`config.mk`:
```
export PLATFORM = sky130hd
export DESIGN_NAME = bmpc_ctrl
export DESIGN_NICKNAME = d
export VERILOG_FILES = /design/src/design/bmpc_pkg.sv /design/src/design/bmpc_ctrl.sv
export SDC_FILE = /design/constraint.sdc
export NUM_CORES = 1
export LEC_CHECK = 0
export BUFFER_PORTS_ARGS = -buffer_cell sky130_fd_sc_hd__buf_4
export CAP_MARGIN = 20
export CORE_UTILIZATION = 50
export DETAILED_ROUTE_END_ITERATION = 8
export GPL_ROUTABILITY_DRIVEN = 0
export GPL_TIMING_DRIVEN = 0
export PLACE_DENSITY = 0.82
export REMOVE_ABC_BUFFERS = 1
export SYNTH_ARGS = -nofsm -noshare
export SYNTH_HDL_FRONTEND = slang
export SYNTH_SLANG_ARGS = --single-unit
```
`constraint.sdc`:
```
create_clock -name core_clk -period 2.1 [get_ports core_clk]
set_input_delay 0.21 -clock core_clk [delete_from_list [all_inputs] [get_ports core_clk]]
set_output_delay 0.21 -clock core_clk [all_outputs]
set_load 0.005 [all_outputs]
```
`src/design/bmpc_pkg.sv`:
```
package bmpc_pkg;

   localparam int unsigned CLK_HZ = 40_000_000;

   // Blanking for burst entry and for overload before auto-restart
   localparam int unsigned BLANK_MS = 24;
   localparam int unsigned BLANK_CYC = BLANK_MS * (CLK_HZ / 1000);
   localparam int unsigned BLANK_W = 20;

   // Fixed-frequency burst timer and its duty limit
   localparam int unsigned BURST_FREQ_HZ = 80_000;
   localparam int unsigned BURST_PERIOD_CYC = CLK_HZ / BURST_FREQ_HZ;
   localparam int unsigned BURST_DUTY_PCT = 50;
   localparam int unsigned BURST_ON_CYC = (BURST_PERIOD_CYC * BURST_DUTY_PCT) / 100;
   localparam int unsigned TMR_W = 9;

   // Output over-voltage blanking on the valley sense pin
   localparam int unsigned OVP_BLANK_NS = 1000;
   localparam int unsigned OVP_BLANK_CYC = (OVP_BLANK_NS * (CLK_HZ / 1_000_000) + 999) / 1000;
   localparam int unsigned OVP_W = 7;

   // Valley up/down counter limits
   localparam logic [2:0] UPDOWN_MAX = 3'h7;
   localparam logic [2:0] UPDOWN_MIN = 3'h1;

   // Comparator synchroniser width
   localparam int unsigned CMP_N = 11;

   typedef enum logic [2:0] {
      ST_OFF    = 3'h0,
      ST_RUN    = 3'h1,
      ST_B_IDLE = 3'h3,
      ST_B_SW   = 3'h2,
      ST_LATCH  = 3'h6
   } bmpc_state_t;

endpackage : bmpc_pkg

```
`src/design/bmpc_ctrl.sv`:
```
`timescale 1ns/1ps

module bmpc_ctrl #(
   parameter int unsigned BLANK_CYC = bmpc_pkg::BLANK_CYC
) (
   input wire logic core_clk,
   input wire logic nrst,
   input wire logic reg_low_cmp,
   input wire logic burst_on_cmp,
   input wire logic burst_off_cmp,
   input wire logic burst_exit_cmp,
   input wire logic burst_ilim_cmp,
   input wire logic cs_trip_cmp,
   input wire logic overload_cmp,
   input wire logic supply_uv_cmp,
   input wire logic supply_ov_cmp,
   input wire logic supply_on_cmp,
   input wire logic out_ovp_cmp,
   input wire logic short_winding_cmp,
   input wire logic [2:0] updown_count,
   input wire logic valley_turn_on,
   output logic gate_drive,
   output logic burst_active,
   output logic burst_ilim_select,
   output logic bias_enable,
   output logic startup_cell_en,
   output logic valley_cmp_disable,
   output logic updown_preset,
   output logic soft_start,
   output logic restart_wait,
   output logic latched_off
);
   import bmpc_pkg::*;

   localparam logic [BLANK_W-1:0] BLANK_LAST = BLANK_W'(BLANK_CYC - 1);
   localparam logic [TMR_W-1:0] TMR_LAST = TMR_W'(BURST_PERIOD_CYC - 1);
   localparam logic [TMR_W-1:0] TMR_ON = TMR_W'(BURST_ON_CYC);
   localparam logic [OVP_W-1:0] OVP_LAST = OVP_W'(OVP_BLANK_CYC - 1);

   function automatic logic [BLANK_W-1:0] blank_step(input logic cond, input logic [BLANK_W-1:0] cnt);
      if (!cond) begin
         blank_step = '0;
      end else if (cnt == BLANK_LAST) begin
         blank_step = cnt;
      end else begin
         blank_step = cnt + 1'b1;
      end
   endfunction : blank_step

   function automatic logic in_burst(input bmpc_state_t s);
      in_burst = (s == ST_B_IDLE) || (s == ST_B_SW);
   endfunction : in_burst

   ////////////////////////////////////////////////////////////////////////////
   // Comparator synchronisers

   logic [CMP_N-1:0] cmp_meta;
   logic [CMP_N-1:0] cmp_sync;
   wire [CMP_N-1:0] cmp_raw = {reg_low_cmp, burst_on_cmp, burst_off_cmp, burst_exit_cmp, burst_ilim_cmp,
                               cs_trip_cmp, overload_cmp, supply_uv_cmp, supply_ov_cmp, supply_on_cmp,
                               out_ovp_cmp};
   // Short-winding gets its own pair; it only counts while the gate is high
   logic sw_meta;
   logic sw_sync;

   always_ff @(posedge core_clk or negedge nrst) begin
      if (!nrst) begin
         cmp_meta <= '0;
         cmp_sync <= '0;
         sw_meta <= 1'b0;
         sw_sync <= 1'b0;
      end else begin
         cmp_meta <= cmp_raw;
         cmp_sync <= cmp_meta;
         sw_meta <= short_winding_cmp;
         sw_sync <= sw_meta;
      end
   end

   wire reg_low_s = cmp_sync[10];
   wire bon_s = cmp_sync[9];
   wire boff_s = cmp_sync[8];
   wire exit_s = cmp_sync[7];
   wire ilim_s = cmp_sync[6];
   wire cs_s = cmp_sync[5];
   wire ovl_s = cmp_sync[4];
   wire uv_s = cmp_sync[3];
   wire ov_s = cmp_sync[2];
   wire on_s = cmp_sync[1];
   wire ovp_s = cmp_sync[0];
   wire sw_s = sw_sync;

   ////////////////////////////////////////////////////////////////////////////
   // Timers and blanking counters

   bmpc_state_t state;
   bmpc_state_t next_state;
   logic armed;
   logic [BLANK_W-1:0] ent_cnt;
   logic [BLANK_W-1:0] ovl_cnt;
   logic [OVP_W-1:0] ovp_cnt;
   logic [TMR_W-1:0] tmr;

   wire active = (state == ST_RUN) || in_burst(state);
   wire entry_ok = (state == ST_RUN) && reg_low_s && (updown_count == UPDOWN_MAX);
   wire ovl_ok = (state == ST_RUN) && ovl_s;
   wire ovp_ok = active && !gate_drive && ovp_s;
   wire ovp_trip = ovp_ok && (ovp_cnt == OVP_LAST);
   wire sw_trip = active && gate_drive && sw_s;
   wire supply_fault = uv_s || ov_s;
   wire restart_ok = (state == ST_OFF) && armed && on_s && !supply_fault;

   always_ff @(posedge core_clk or negedge nrst) begin
      if (!nrst) begin
         ent_cnt <= '0;
         ovl_cnt <= '0;
         ovp_cnt <= '0;
         tmr <= '0;
      end else begin
         ent_cnt <= blank_step(entry_ok, ent_cnt);
         ovl_cnt <= blank_step(ovl_ok, ovl_cnt);
         ovp_cnt <= !ovp_ok ? '0 : (ovp_cnt == OVP_LAST) ? ovp_cnt : ovp_cnt + 1'b1;
         tmr <= (tmr == TMR_LAST) ? '0 : tmr + 1'b1;
      end
   end

   ////////////////////////////////////////////////////////////////////////////
   // Operating state

   always_comb begin
      next_state = state;
      case (state)
         ST_OFF: begin
            if (restart_ok) begin
               next_state = ST_RUN;
            end
         end
         ST_RUN: begin
            if (ovl_ok && ovl_cnt == BLANK_LAST) begin
               next_state = ST_OFF;
            end else if (entry_ok && ent_cnt == BLANK_LAST) begin
               next_state = ST_B_IDLE;
            end
         end
         ST_B_IDLE: begin
            if (exit_s) begin
               next_state = ST_RUN;
            end else if (bon_s) begin
               next_state = ST_B_SW;
            end
         end
         ST_B_SW: begin
            if (exit_s) begin
               next_state = ST_RUN;
            end else if (boff_s) begin
               next_state = ST_B_IDLE;
            end
         end
         ST_LATCH: begin
            next_state = ST_LATCH;
         end
         default: begin
            next_state = ST_OFF;
         end
      endcase
      if (active && supply_fault) begin
         next_state = ST_OFF;
      end
      if (ovp_trip || sw_trip) begin
         next_state = ST_LATCH;
      end
   end

   // Power-up counts as an under-voltage, so the startup cell charges first
   wire next_armed = uv_s || (armed && !restart_ok);

   ////////////////////////////////////////////////////////////////////////////
   // Gate flip-flop

   wire burst_set = (state == ST_B_SW) && (tmr == '0);
   wire burst_clr = ilim_s || (tmr == TMR_ON);
   wire norm_set = (state == ST_RUN) && valley_turn_on && !valley_cmp_disable;
   wire gate_on_ok = (next_state == ST_RUN) || (next_state == ST_B_SW);
   wire burst_gate = burst_clr ? 1'b0 : (burst_set ? 1'b1 : gate_drive);
   wire norm_gate = cs_s ? 1'b0 : (norm_set ? 1'b1 : gate_drive);
   wire next_gate = gate_on_ok && ((state == ST_B_SW) ? burst_gate : norm_gate);
   wire next_burst = in_burst(next_state);

   always_ff @(posedge core_clk or negedge nrst) begin
      if (!nrst) begin
         state <= ST_OFF;
         armed <= 1'b1;
         gate_drive <= 1'b0;
         burst_active <= 1'b0;
         burst_ilim_select <= 1'b0;
         bias_enable <= 1'b0;
         startup_cell_en <= 1'b1;
         valley_cmp_disable <= 1'b0;
         updown_preset <= 1'b0;
         soft_start <= 1'b0;
         restart_wait <= 1'b1;
         latched_off <= 1'b0;
      end else begin
         state <= next_state;
         armed <= next_armed;
         gate_drive <= next_gate;
         burst_active <= next_burst;
         burst_ilim_select <= next_burst;
         bias_enable <= (next_state == ST_RUN) || (next_state == ST_B_SW);
         startup_cell_en <= next_burst || (next_state == ST_LATCH) || ((next_state == ST_OFF) && next_armed);
         valley_cmp_disable <= next_burst;
         updown_preset <= in_burst(state) && (next_state == ST_RUN);
         soft_start <= (state == ST_OFF) && (next_state == ST_RUN);
         restart_wait <= next_state == ST_OFF;
         latched_off <= next_state == ST_LATCH;
      end
   end
endmodule : bmpc_ctrl

```
==> impl_metrics.tcl <==
set metrics [dict create \
    status "finished clean" \
    clk_latency_ns 0.36 \
    placed_cells 490 \
    critPathMostFrequentCell "or3_4" \
    cts-root-buf "clkbuf_8" \
    yosysSeqAreaShare_pct 57.24 \
    wl_met2_um 4067 \
    p_leak_nw 2.090 \
    synth_warnings 0 \
    crit_path_end_kind "register" \
    port_buffers 27 \
    fp.dieW_um 91.77 \
    initial_core_util_pct 51.87 \
    crit_fanout 8 \
    clk_path_buf_depth 2 \
    finalPower_w 0.003587 \
    layout_commonest_cell "dfrtp_1" \
    die-area_um2 8421 \
    syn_area_um2 4029 \
    dp_hpwl_um 4653 \
    async_flop_share_pct 100.0 \
    final_cell_count_no_fill 529 \
    grt_pass1_vias 2724 \
    area_growth_pct 20.90 \
    antenna-diode-count 0 \
    syn_area_per_cell_um2 10.80 \
    drc 0 \
    max_stage_delay_ns 0.48 \
    clock-skew-final_ns 0.01305 \
    grt_pass1_wl_um 12540 \
    wire_per_inst_um 15.04 \
    vdd_drop_max_mv 0.5445 \
    layout-drive-gt1-share_pct 20.37 \
    rows 32 \
    fin_nets 446 \
    synth_top_flop_cell "dfrtp_1" \
    met3WireLength_um 269 \
    die_h_um 91.77 \
    core_um2 7767 \
    max-slew-margin-rel_pct 57.83 \
    cts_inserted_buffers 9 \
    m1WireLength_um 3485 \
    vias_per_cell 5.416 \
    topRoutingLayerUsed "met4" \
    cts_sinks 92 \
    grt_max_degree 93 \
    post-route-min-period_ns 2.046 \
    grt-ovfl-total 0 \
    synth.ff_latch_count 92 \
    antenna_found_initial 0 \
    vias 2865 \
    arrival_ns 2.33 \
    crit_slowest_cell "dfrtp_2" \
    synthCells 373 \
    tritoncts "yes" \
    tightest_slew_ns 0.6274 \
    ant_nets 0 \
    ios 28 \
    drt_iter0_drc 124 \
    cts.clk_slew.worst_paths_ns 0.10 \
    cp_cell_sequence "nand2b_4 -> or3_4 -> a41oi_2 -> a22oi_2 -> or3_4 -> a211oi_2" \
    ys_types 51 \
    dr.pass1.iters 4 \
    setup_violations 0 \
    hold_path_class "in -> async" \
    fmax_mhz 488.6 \
    post-route-period-util_pct 97.45 \
    synth_edf_count 0 \
    cts_max_level 3 \
    power_density_nw_per_um2 736.3 \
    worstPathRequired_ns 2.38 \
    start_kind "register" \
    maxCapViolations 0 \
    finish.utilization_pct 62.71 \
    critPathKind "reg -> reg" \
    track_usage_pct 19.11 \
    drv_slew 0 \
    layout_common_cells "dfrtp_1 (85), nor2_1 (55), buf_4 (34)" \
    routed_wl_um 7954 \
    hold_viol_final 0 \
]
cell usage after synthesis, types with 4 or more instances:
master,count,area [um^2]
nand2_1,23,86.33
nand4_1,12,75.07
mux2i_1,4,40.04
nor4_1,5,31.28
ha_1,6,75.07
nand3_1,22,110.1
and4_1,4,35.03
dfrtp_1,89,2227
nor2_1,56,210.2
o21ai_0,10,50.05
xnor2_1,12,105.1
xor2_1,27,236.5
and2_1,4,25.02
and3_1,10,62.56
inv_1,8,30.03
nor3_1,12,60.06
a21oi_1,9,45.04
clkbuf_1,9,33.78
layer usage:
layer	global-route usage, %	up-vias
met4	9.115	0
li1	-	1402
met2	30.89	64
met3	3.483	11
met1	25.04	1388
met5	0	-
worst max-delay path: cells and delay by family, from the launching register on:
kind | cells | cell delay (ns)
compound gates | 3 | 0.52
flops | 1 | 0.48
simple gates | 3 | 0.98
final timing paths:
| path | from | end | slack (ns) | cells past startpoint |
|---|---|---|---|---|
| max | state[1] | gate_drive | 0.05 | 6 |
| min | nrst | tmr[0] | 0.29 | 2 |
| max reg2reg | state[1] | gate_drive | 0.05 | 6 |
| min reg2reg | cmp_meta[10] | cmp_sync[10] | 0.35 | 0 |
| max in group asynchronous | nrst | armed | 1.11 | 3 |
| min in group core_clk | cmp_meta[10] | cmp_sync[10] | 0.35 | 0 |
stage by stage:
stage / hold WS [ns] / area, um^2 / setup slack (ns) / setup TNS [ns]
3_3_place_gp: 0.3193 / 4307 / -0.6944 / -3.435
2_1_floorplan: -0.08559 / 3976 / -0.2280 / -0.4875
6_report: 0.2927 / 4871 / 0.05352 / 0
3_5_place_dp: 0.3206 / 4307 / -0.7001 / -4.097
4_1_cts: 0.07630 / 4703 / 0.002035 / 0
5_1_grt: 0.3199 / 4871 / -0.002357 / -0.002357
repair_timing:
action,4_1_cts,5_1_grt
setup endpoints to repair,20,15
hold buffers,12,1
buffers inserted,0,7
gates cloned,0,2
gates resized for setup,14,13
endpoints found under the hold margin,12,26
pin swaps,3,7
registers in the layout (all words and copies together) (netlist names):
signal and cells:
armed 1, bias_enable 1, cmp_meta 11, cmp_sync 11
ent_cnt 20, gate_drive 1, latched_off 1, ovl_cnt 20
ovp_cnt 7, restart_wait 1, soft_start 1, startup_cell_en 1
state 3, sw_meta 1, sw_s 1, tmr 9
updown_preset 1, valley_cmp_disable 1
layout make-up:
| class | instances | area (um^2) |
|---|---|---|
| fill | 590 | 2897 |
| clock buffer | 10 | 137.6 |
| tap | 102 | 127.6 |
| inverter | 8 | 30.03 |
| timing repair buffer | 48 | 412.9 |
| sequential | 92 | 2311 |
| clock inverter | 6 | 71.32 |
| multi-input combinational | 263 | 1780 |
logic make-up after synthesis:
family | after synthesis | synth area share (%)
AOI/OAI and AO/OA | 36 | 5.901
and+or+nand+nor | 176 | 23.48
adders and majority gates | 6 | 1.863
DFF | 92 | 57.24
muxes | 4 | 0.9938
buffers and inverters | 20 | 2.049
xor gates and xnor gates | 39 | 8.478
power by group:
| part | internal (W) | leakage (nW) | switching [W] |
|---|---|---|---|
| Combinational | 0.000193 | 0.796 | 0.000231 |
| Clock | 0.000590 | 0.0991 | 0.000635 |
| Sequential | 0.00186 | 1.20 | 0.0000741 |
| Total | 0.00265 | 2.09 | 0.000939 |
(Power assumes the default switching activity.)
